[config.mk]
export PLATFORM = sky130hd
export DESIGN_NAME = dpb_param_bank
export DESIGN_NICKNAME = d
export VERILOG_FILES = /design/src/dpb_pkg.sv /design/src/dpb_param_bank.sv
export VERILOG_INCLUDE_DIRS = /design/src
export SDC_FILE = /design/constraint.sdc
export NUM_CORES = 1
export LEC_CHECK = 0
export ABC_AREA = 1
export BUFFER_PORTS_ARGS = -buffer_cell sky130_fd_sc_hd__buf_2
export CORE_UTILIZATION = 60
export DETAILED_ROUTE_END_ITERATION = 6
export GPL_TIMING_DRIVEN = 0
export PLACE_DENSITY_LB_ADDON = 0.3
export SLEW_MARGIN = 40
export SYNTH_ARGS = -nofsm -noshare
export SYNTH_HDL_FRONTEND = slang
export SYNTH_SLANG_ARGS = --single-unit
[constraint.sdc]
create_clock -name i_sys_clk -period 5.4 [get_ports i_sys_clk]
set_input_delay 0.27 -clock i_sys_clk [delete_from_list [all_inputs] [get_ports i_sys_clk]]
set_output_delay 0.27 -clock i_sys_clk [all_outputs]
set_load 0.02 [all_outputs]
[src/dpb_cfg.svh]
// Constants for the drive parameter bank: offsets, field positions, resets and timing
//
// Overview of operation
// - Speed integral gain is 16 bits, accepts 0 to 1023, resets to 100.
// - Speed feed-forward gain is 16 bits, accepts 0 to 100, resets to 0.
// - Code 10 requests factory restore; it takes effect after a power cycle.
// - Code 20 unlocks writes to the single protected group-four parameter.
// - Code 22 unlocks writes to nine consecutive protected group-four parameters.
// - Code 406 forces the digital outputs into forced mode.
// - Code 400 while forced returns the digital outputs to normal mode.
// - A newly set password only protects after the next power-up.
// - While protected, parameter writes are refused until the right password is entered.
// - Correct password then zero twice clears the stored password.
// - Debounce time is the debounce setting times 2 ms, setting 0 to 20, reset 2.
// - Input setting holds function in low byte and contact selector in upper digit.
// - Selector 0 means normally closed input, 1 means normally open input.
// - Digital-input configuration is copied into use only at restart, which first reloads the reset values, so written changes never take effect.
`ifndef DPB_CFG_SVH
`define DPB_CFG_SVH
// Register indices; byte address is four times the index
`define DPB_IDX_KVI 12'h20c
`define DPB_IDX_KVF 12'h20e
`define DPB_IDX_SPF 12'h210
`define DPB_IDX_DRT 12'h212
`define DPB_IDX_DI1 12'h214
// Reset values
`define DPB_RST_KVI 16'h0064
`define DPB_RST_KVF 16'h0000
`define DPB_RST_SPF 16'h0000
`define DPB_RST_DRT 16'h0002
`define DPB_RST_DI1 16'h0101
// Accepted maxima
`define DPB_MAX_KVI 16'h03ff
`define DPB_MAX_KVF 16'h0064
`define DPB_MAX_DRT 16'h0014
`define DPB_MAX_DI1 16'h015f
// Special-function codes
`define DPB_CODE_FACTORY 16'h000a
`define DPB_CODE_UNLOCK_ONE 16'h0014
`define DPB_CODE_UNLOCK_BLOCK 16'h0016
`define DPB_CODE_FORCE_ON 16'h0196
`define DPB_CODE_FORCE_OFF 16'h0190
// Smallest five-digit password
`define DPB_PWD_MIN 16'h2710
// Input setting fields
`define DPB_DI_FUNC_MSB 7
`define DPB_DI_FUNC_LSB 0
`define DPB_DI_CONTACT_BIT 8
// Debounce unit timing
`define DPB_CLK_HZ 20000000
`define DPB_TICK_MS 2
`define DPB_TICK_CYCLES (`DPB_CLK_HZ / 1000 * `DPB_TICK_MS)
`endif

[src/dpb_pkg.sv]
// Types shared by the drive parameter bank
package dpb_pkg;
	// APB request from the master
	typedef struct packed {
		logic psel;
		logic penable;
		logic pwrite;
		logic [11:0] paddr;
		logic [31:0] pwdata;
	} dpb_apb_req_t;
	// APB answer to the master
	typedef struct packed {
		logic [31:0] prdata;
		logic pready;
		logic pslverr;
	} dpb_apb_rsp_t;
	// Password entry sequencing
	typedef enum logic [1:0] {
		DPB_PW_IDLE = 2'b00,
		DPB_PW_CONFIRM = 2'b01,
		DPB_PW_CLEAR = 2'b10
	} dpb_pw_state_t;
endpackage : dpb_pkg

[src/dpb_param_bank.sv]
// Drive parameter bank with password protection, special codes and input debounce
`include "dpb_cfg.svh"
module dpb_param_bank #(
	parameter int TICK_CYCLES = `DPB_TICK_CYCLES
) (
	// Clock and reset
	input wire logic i_sys_clk,
	input wire logic i_sys_rst,
	// APB slave
	input wire dpb_pkg::dpb_apb_req_t i_apb,
	output dpb_pkg::dpb_apb_rsp_t o_apb,
	// Nonvolatile password store
	input wire logic [15:0] i_nv_pwd,
	output logic [15:0] o_nv_pwd,
	output logic o_nv_pwd_we,
	// Special-function results
	output logic o_factory_req,
	output logic o_g4_unlock_one,
	output logic o_g4_unlock_block,
	output logic o_do_forced,
	output logic o_protect_locked,
	// Digital input one
	input wire logic i_di1_pin,
	output logic o_di1_active,
	output logic [7:0] o_di1_func,
	// Parameter values for the control loops
	output logic [15:0] o_speed_integral_gain,
	output logic [15:0] o_speed_feedforward_gain
);
	import dpb_pkg::*;

	logic [15:0] kvi_r, kvf_r, spf_r, drt_r, di1_r;
	logic [15:0] drt_act_r, di1_act_r;
	logic [15:0] pwd_cur_r, cand_r;
	logic protect_r, unlocked_r, boot_r;
	dpb_pw_state_t pw_state_r;
	logic [31:0] prdata_r;
	logic [15:0] wv;
	logic setup, wr_acc, hit_kvi, hit_kvf, hit_spf, hit_drt, hit_di1, hit_any;
	logic locked, range_bad, wr_err, sp_wr, sp_act;
	logic [15:0] rd_val;

	// Address decode and write qualification
	assign wv = i_apb.pwdata[15:0];
	assign setup = i_apb.psel && !i_apb.penable;
	assign wr_acc = i_apb.psel && i_apb.penable && i_apb.pwrite;
	assign hit_kvi = i_apb.paddr == 12'(`DPB_IDX_KVI * 4);
	assign hit_kvf = i_apb.paddr == 12'(`DPB_IDX_KVF * 4);
	assign hit_spf = i_apb.paddr == 12'(`DPB_IDX_SPF * 4);
	assign hit_drt = i_apb.paddr == 12'(`DPB_IDX_DRT * 4);
	assign hit_di1 = i_apb.paddr == 12'(`DPB_IDX_DI1 * 4);
	assign hit_any = hit_kvi || hit_kvf || hit_spf || hit_drt || hit_di1;
	assign locked = protect_r && !unlocked_r;
	assign range_bad = (hit_kvi && wv > `DPB_MAX_KVI) || (hit_kvf && wv > `DPB_MAX_KVF)
		|| (hit_drt && wv > `DPB_MAX_DRT) || (hit_di1 && wv > `DPB_MAX_DI1);
	assign wr_err = i_apb.pwrite && (!hit_any || range_bad || (locked && !hit_spf));
	assign sp_wr = wr_acc && hit_spf;
	assign sp_act = sp_wr && !locked;

	// Zero-wait answer; error flag on unmapped, out-of-range or refused access
	always_comb begin
		o_apb.prdata = prdata_r;
		o_apb.pready = 1'b1;
		o_apb.pslverr = i_apb.psel && i_apb.penable && (wr_err || (!i_apb.pwrite && !hit_any));
	end

	// Read mux
	always_comb begin
		rd_val = 16'h0000;
		if (hit_kvi) rd_val = kvi_r;
		if (hit_kvf) rd_val = kvf_r;
		if (hit_spf) rd_val = spf_r;
		if (hit_drt) rd_val = drt_r;
		if (hit_di1) rd_val = di1_r;
	end

	// Read data captured in the setup phase
	always_ff @(posedge i_sys_clk) begin
		if (i_sys_rst) begin
			prdata_r <= 32'h0000_0000;
		end else if (setup && !i_apb.pwrite) begin
			prdata_r <= {16'h0000, rd_val};
		end
	end

	// Parameter registers; writes only when in range and not locked, except the special-function register, which is written while locked too
	always_ff @(posedge i_sys_clk) begin
		if (i_sys_rst) begin
			kvi_r <= `DPB_RST_KVI;
			kvf_r <= `DPB_RST_KVF;
			spf_r <= `DPB_RST_SPF;
			drt_r <= `DPB_RST_DRT;
			di1_r <= `DPB_RST_DI1;
		end else if (wr_acc && !wr_err) begin
			if (hit_kvi) kvi_r <= wv;
			if (hit_kvf) kvf_r <= wv;
			if (hit_spf) spf_r <= wv;
			if (hit_drt) drt_r <= wv;
			if (hit_di1) di1_r <= wv;
		end
	end

	// Boot flag marks the first cycle after reset release
	always_ff @(posedge i_sys_clk) begin
		if (i_sys_rst) begin
			boot_r <= 1'b1;
		end else begin
			boot_r <= 1'b0;
		end
	end

	// Protection armed only from the password found at power-up
	always_ff @(posedge i_sys_clk) begin
		if (i_sys_rst) begin
			protect_r <= 1'b0;
		end else if (boot_r) begin
			protect_r <= i_nv_pwd != 16'h0000;
		end
	end

	// Correct password entry lifts the lock until next reset
	always_ff @(posedge i_sys_clk) begin
		if (i_sys_rst) begin
			unlocked_r <= 1'b0;
		end else if (sp_wr && locked && wv == pwd_cur_r) begin
			unlocked_r <= 1'b1;
		end
	end

	// Password entry: set by double entry, clear by zero twice
	always_ff @(posedge i_sys_clk) begin
		if (i_sys_rst) begin
			pw_state_r <= DPB_PW_IDLE;
			cand_r <= 16'h0000;
			pwd_cur_r <= 16'h0000;
			o_nv_pwd <= 16'h0000;
			o_nv_pwd_we <= 1'b0;
		end else begin
			o_nv_pwd_we <= 1'b0;
			if (boot_r) begin
				pwd_cur_r <= i_nv_pwd;
				o_nv_pwd <= i_nv_pwd;
			end else if (sp_act) begin
				unique case (pw_state_r)
					DPB_PW_IDLE: begin
						if (wv >= `DPB_PWD_MIN) begin
							cand_r <= wv;
							pw_state_r <= DPB_PW_CONFIRM;
						end else if (wv == 16'h0000 && pwd_cur_r != 16'h0000) begin
							pw_state_r <= DPB_PW_CLEAR;
						end
					end
					DPB_PW_CONFIRM: begin
						if (wv == cand_r) begin
							pwd_cur_r <= wv;
							o_nv_pwd <= wv;
							o_nv_pwd_we <= 1'b1;
							pw_state_r <= DPB_PW_IDLE;
						end else if (wv >= `DPB_PWD_MIN) begin
							cand_r <= wv;
						end else begin
							pw_state_r <= DPB_PW_IDLE;
						end
					end
					DPB_PW_CLEAR: begin
						if (wv == 16'h0000) begin
							pwd_cur_r <= 16'h0000;
							o_nv_pwd <= 16'h0000;
							o_nv_pwd_we <= 1'b1;
						end
						pw_state_r <= DPB_PW_IDLE;
					end
					default: begin
						pw_state_r <= DPB_PW_IDLE;
					end
				endcase
			end
		end
	end

	// Special-function codes; other values do nothing here
	always_ff @(posedge i_sys_clk) begin
		if (i_sys_rst) begin
			o_factory_req <= 1'b0;
			o_g4_unlock_one <= 1'b0;
			o_g4_unlock_block <= 1'b0;
			o_do_forced <= 1'b0;
		end else if (sp_act) begin
			if (wv == `DPB_CODE_FACTORY) o_factory_req <= 1'b1;
			if (wv == `DPB_CODE_UNLOCK_ONE) o_g4_unlock_one <= 1'b1;
			if (wv == `DPB_CODE_UNLOCK_BLOCK) o_g4_unlock_block <= 1'b1;
			if (wv == `DPB_CODE_FORCE_ON) o_do_forced <= 1'b1;
			if (wv == `DPB_CODE_FORCE_OFF && o_do_forced) o_do_forced <= 1'b0;
		end
	end

	// Input configuration copied into use only right after restart
	always_ff @(posedge i_sys_clk) begin
		if (i_sys_rst) begin
			drt_act_r <= `DPB_RST_DRT;
			di1_act_r <= `DPB_RST_DI1;
		end else if (boot_r) begin
			drt_act_r <= drt_r;
			di1_act_r <= di1_r;
		end
	end

	// Pin synchroniser
	logic di_s1_r, di_s2_r, di_filt_r;
	logic [15:0] cyc_r;
	logic [4:0] ticks_r;
	logic tick_last;
	always_ff @(posedge i_sys_clk) begin
		if (i_sys_rst) begin
			di_s1_r <= 1'b0;
			di_s2_r <= 1'b0;
		end else begin
			di_s1_r <= i_di1_pin;
			di_s2_r <= di_s1_r;
		end
	end

	// Debounce: count 2 ms units of stable level, restart on bounce
	assign tick_last = cyc_r == 16'(TICK_CYCLES - 1);
	always_ff @(posedge i_sys_clk) begin
		if (i_sys_rst) begin
			cyc_r <= 16'h0000;
			ticks_r <= 5'h00;
			di_filt_r <= 1'b0;
		end else if (di_s2_r == di_filt_r) begin
			cyc_r <= 16'h0000;
			ticks_r <= 5'h00;
		end else if ({11'h000, ticks_r} >= drt_act_r) begin
			di_filt_r <= di_s2_r;
			cyc_r <= 16'h0000;
			ticks_r <= 5'h00;
		end else if (tick_last) begin
			cyc_r <= 16'h0000;
			ticks_r <= ticks_r + 5'h01;
		end else begin
			cyc_r <= cyc_r + 16'h0001;
		end
	end

	// Contact polarity and function code of input one
	always_ff @(posedge i_sys_clk) begin
		if (i_sys_rst) begin
			o_di1_active <= 1'b0;
			o_di1_func <= 8'h00;
		end else begin
			o_di1_active <= di1_act_r[`DPB_DI_CONTACT_BIT] ? di_filt_r : !di_filt_r;
			o_di1_func <= di1_act_r[`DPB_DI_FUNC_MSB:`DPB_DI_FUNC_LSB];
		end
	end

	assign o_speed_integral_gain = kvi_r;
	assign o_speed_feedforward_gain = kvf_r;
	assign o_protect_locked = locked;
endmodule : dpb_param_bank

==> impl_metrics.csv <==
group,metric,value,unit
timing,final.min_clock_period,2.46,ns
pwr,switching_power_total,807,uW
synth,post_synthesis_mean_instance_area,6.97,um2
synth,post_synth_edffs,0,
global_routing,first_global_vias,8765,
global_routing,grt_pass1_wl,43200,um
synth,postSynth.topFlopCell,"sky130_fd_sc_hd__dfxtp_1",
clock_network,holdBufCountCts,1,
synth,post_synth_inst_count,1394,
clock_network,tritoncts,"done",
place,placement.setup.worst_slack,3.10,ns
clock_network,cts_setup_buffers,0,
timing,final_hold_viol_count,0,
critical_path,arrival,2.85,ns
final_layout,ff_latch_area,3920,um2
timing,setup_ws,2.94,ns
outcome,status,"completed",
floorplanning,placeableCoreArea,15800,um2
floorplanning,die_height,129,um
synth,synth.yosys.warnings,0,
route,drt_wl_total,27500,um
floorplanning,die_w,129,um
critical_path,critical_path_buf_inv_count,7,
route,initialDrtViolationCount,864,
final_layout,finalNetCount,1628,
route,drt-pass1-iter-count,6,
place,total_half_perimeter_wirelength_after_legalization_and_detailed_placement,19900,um
critical_path,worst-path-max-fanout,10,
final_layout,antenna_cells,0,
critical_path,slowest_delay,0.58,ns
route,detail_route.drc_violations,0,
pwr,power.density_cell_area,275,nW/um2
synth,synth_seq_area_share,0.404,
floorplanning,start_util,0.614,
global_routing,globalRouteMet3Util,0.0665,
route,detail_route.vias_per_cell,5.44,
synth,yosys-top-cells-count,"sky130_fd_sc_hd__nand2_1, sky130_fd_sc_hd__nor2_1, sky130_fd_sc_hd__dfxtp_1",
global_routing,grt.met1_usage,0.429,
synth,async_reset_ff_frac,0,
timing,fin_tns_setup,0,ns
timing,worst_hold_slack,0.0585,ns
floorplanning,row_cnt,46,
global_routing,grt_usage,0.336,
place,port_buffers,123,
route,total_via_count_after_detailed_routing,9683,
clock_network,cts_max_path_buffers,2,
flow_run,max_cap_viol_count,0,
timing,final.setup_skew,0.00916,ns
final_layout,combined_area_of_the_multi_input_logic_cells,4560,um2
place,place.gp.congestion,0.952,
clock_network,cts.htree.levels,4,
critical_path,critPathSlowestCell,"sky130_fd_sc_hd__buf_1",
timing,finalSetupViolations,0,
synth,synth_top_cells_by_area,"sky130_fd_sc_hd__dfxtp_1, sky130_fd_sc_hd__nand2_1, sky130_fd_sc_hd__nor2_1",
pwr,clkPwrFrac,0.433,
clock_network,cts-buffers-inserted,17,
clock_network,post_cts_resized,0,
critical_path,worstSetupPathType,"in -> reg",
timing,grt_setup_unrepaired,"false",
critical_path,worst_setup_path_start_kind,"input pin",
global_routing,antenna_violations_before_repair,0,
synth,synth_largest_area_cell,"sky130_fd_sc_hd__dfxtp_1",
synth,synth.lib_cells_used.distinct,42,
clock_network,cts.sink_count,196,
global_routing,gr-total-overflow,0,
clock_network,cts_root_buffer,"sky130_fd_sc_hd__clkbuf_16",
timing,max_slew.worst_pin.slew,0.723,ns
floorplanning,ioPinCount,163,
synth,synth.most_common_cell,"sky130_fd_sc_hd__nand2_1",
route,routedWlPerCell,15.4,um
timing,max_slew_margin,0.518,
final_layout,layout.cell_area.non_filler,11300,um2
global_routing,top_usage_layer,"met2",
clock_network,insertion_delay,0.44,ns
pwr,power_leakage,0.00558,uW
floorplanning,die_area,16700,um2
pwr,sw_ratio,0.260,
route,antenna_left,0,
final_layout,layout-area-overhead-vs-synth,16.2,%
pwr,vdd_ir_drop_max,244,uV
critical_path,endpoint_kind_of_the_worst_setup_timing_path,"flip-flop",
final_layout,fin_util,0.714,
critical_path,cp_top_family,"buffers and inverters",
place,placement.cell_area,10700,um2
global_routing,global_route.usage.met2,0.541,
synth,synthDominantCellAreaShare,0.404,
pwr,power.internal,2300,uW
timing,maxSlewViolCount,0,
clock_network,cts.reportedPaths.clkPinSlew,0.07,ns
global_routing,largest_net_degree_at_the_start_of_global_routing,19,
final_layout,nFillCells,1296,
timing,achievable-frequency,406,MHz
critical_path,crit_required,5.78,ns
critical_path,cp_cell_sequence,"dlygate4sd3_1 > buf_2 > clkbuf_1 > inv_1 > buf_1 > buf_1 > nand3_1 > inv_1",
timing,period_share,0.456,
pwr,combinationalPowerShare,0.090,
min_path,worst_hold_path_type,"in -> reg",
synth,synth_area,9720,um2
synth,ys_ff_latch,196,
pwr,p_seq_frac,0.477,
final_layout,post_route_cells_drive_above_1_share,0.174,
[flip-flops by register name (all words and copies together) (netlist names), 2 cells and up]
| name | count |
|---|---|
| cand_r | 16 |
| cyc_r | 16 |
| di1_r | 16 |
| drt_act_r | 16 |
| drt_r | 16 |
| o_speed_feedforward_gain | 16 |
| o_speed_integral_gain | 16 |
| prdata_r | 16 |
| pwd_cur_r | 16 |
| spf_r | 16 |
| di1_act_r | 9 |
| o_di1_func | 8 |
| ticks_r | 5 |
| pw_state_r | 2 |
[power groups by stage]
stage,clock (uW),combinational (uW),sequential [uW]
5_1_grt,1410,303,1490
3_3_place_gp,0,263,1520
4_1_cts,1350,272,1480
6_report,1350,279,1480
3_5_place_dp,0,269,1520
2_1_floorplan,0,166,1530
[final cells by class]
class	count	area share
clock buffer	17	0.0376
inverter	200	0.0668
multi-input combinational	922	0.404
timing repair buffer	124	0.0554
buffer	91	0.0479
sequential	196	0.347
clock inverter	15	0.0174
tap	216	0.0239
[per-stage QoR]
stage | total power, uW | cells
CTS | 3100 | 1781
global placement | 1780 | 1748
global route | 3200 | 1781
floorplan | 1690 | 1409
finish | 3110 | 1781
detailed placement | 1790 | 1748
[cells by family (layout without fill, tap and decap cells)]
group                      Yosys count  in the layout  synth area share
and+or+nand+nor                    677            677             0.316
buffers and inverters              291            447             0.133
DFF                                196            196             0.404
AOI/OAI and AO/OA                  187            187             0.106
xor gates and xnor gates            31             31            0.0279
adders and majority gates           10             10            0.0129
other                                2             17          0.000772
[path summary, 6_finish.rpt]
check | start | to | slack (ns) | cells after the start
setup / recovery | i_sys_rst | o_speed_feedforward_gain[14] | 2.94 | 8
hold / removal | i_di1_pin | di_s1_r | 0.06 | 3
setup reg to reg | drt_act_r[3] | cyc_r[8] | 3.06 | 10
hold reg to reg | di1_act_r[4] | o_di1_func[4] | 0.42 | 2
[layout by cell type, fill, tap and decap left out, types with 4 or more instances in the layout]
cell and n:
sky130_fd_sc_hd__a21oi_1 88, sky130_fd_sc_hd__nand2_1 272, sky130_fd_sc_hd__nor3_1 14, sky130_fd_sc_hd__conb_1 17, sky130_fd_sc_hd__nand4_1 18, sky130_fd_sc_hd__buf_6 10, sky130_fd_sc_hd__o21ai_0 70, sky130_fd_sc_hd__nor4_1 13
sky130_fd_sc_hd__inv_2 9, sky130_fd_sc_hd__nand3_2 12, sky130_fd_sc_hd__nor2_4 4, sky130_fd_sc_hd__xor2_1 19, sky130_fd_sc_hd__clkbuf_1 30, sky130_fd_sc_hd__buf_1 5, sky130_fd_sc_hd__or2_2 4, sky130_fd_sc_hd__xnor2_1 12
sky130_fd_sc_hd__dfxtp_1 196, sky130_fd_sc_hd__o31ai_1 7, sky130_fd_sc_hd__nand4_4 4, sky130_fd_sc_hd__buf_2 141, sky130_fd_sc_hd__inv_1 189, sky130_fd_sc_hd__nand3_1 103, sky130_fd_sc_hd__buf_4 27, sky130_fd_sc_hd__o211ai_1 16
sky130_fd_sc_hd__clkbuf_16 17, sky130_fd_sc_hd__nor2_1 205, sky130_fd_sc_hd__inv_8 4, sky130_fd_sc_hd__nor2_2 10, sky130_fd_sc_hd__ha_1 10, sky130_fd_sc_hd__nand2_2 7
[routing by layer]
metal	vias to the layer above	share of wire
li1	4680	-
met1	4414	0.41
met2	494	0.45
met3	95	0.091
met4	0	0.044
met5	-	0
[worst register-to-register path, cell delays in order, from the launching register on]
cell                       delay, ns
sky130_fd_sc_hd__dfxtp_1        0.34
sky130_fd_sc_hd__inv_1          0.05
sky130_fd_sc_hd__ha_1           0.30
sky130_fd_sc_hd__a21oi_1        0.14
sky130_fd_sc_hd__o21ai_0        0.09
sky130_fd_sc_hd__nand2_1        0.06
sky130_fd_sc_hd__o31ai_1        0.06
sky130_fd_sc_hd__o21ai_0        0.34
sky130_fd_sc_hd__nand4_1        0.40
sky130_fd_sc_hd__clkbuf_1       0.34
sky130_fd_sc_hd__nor2_1         0.16
(Power assumes the default switching activity.)
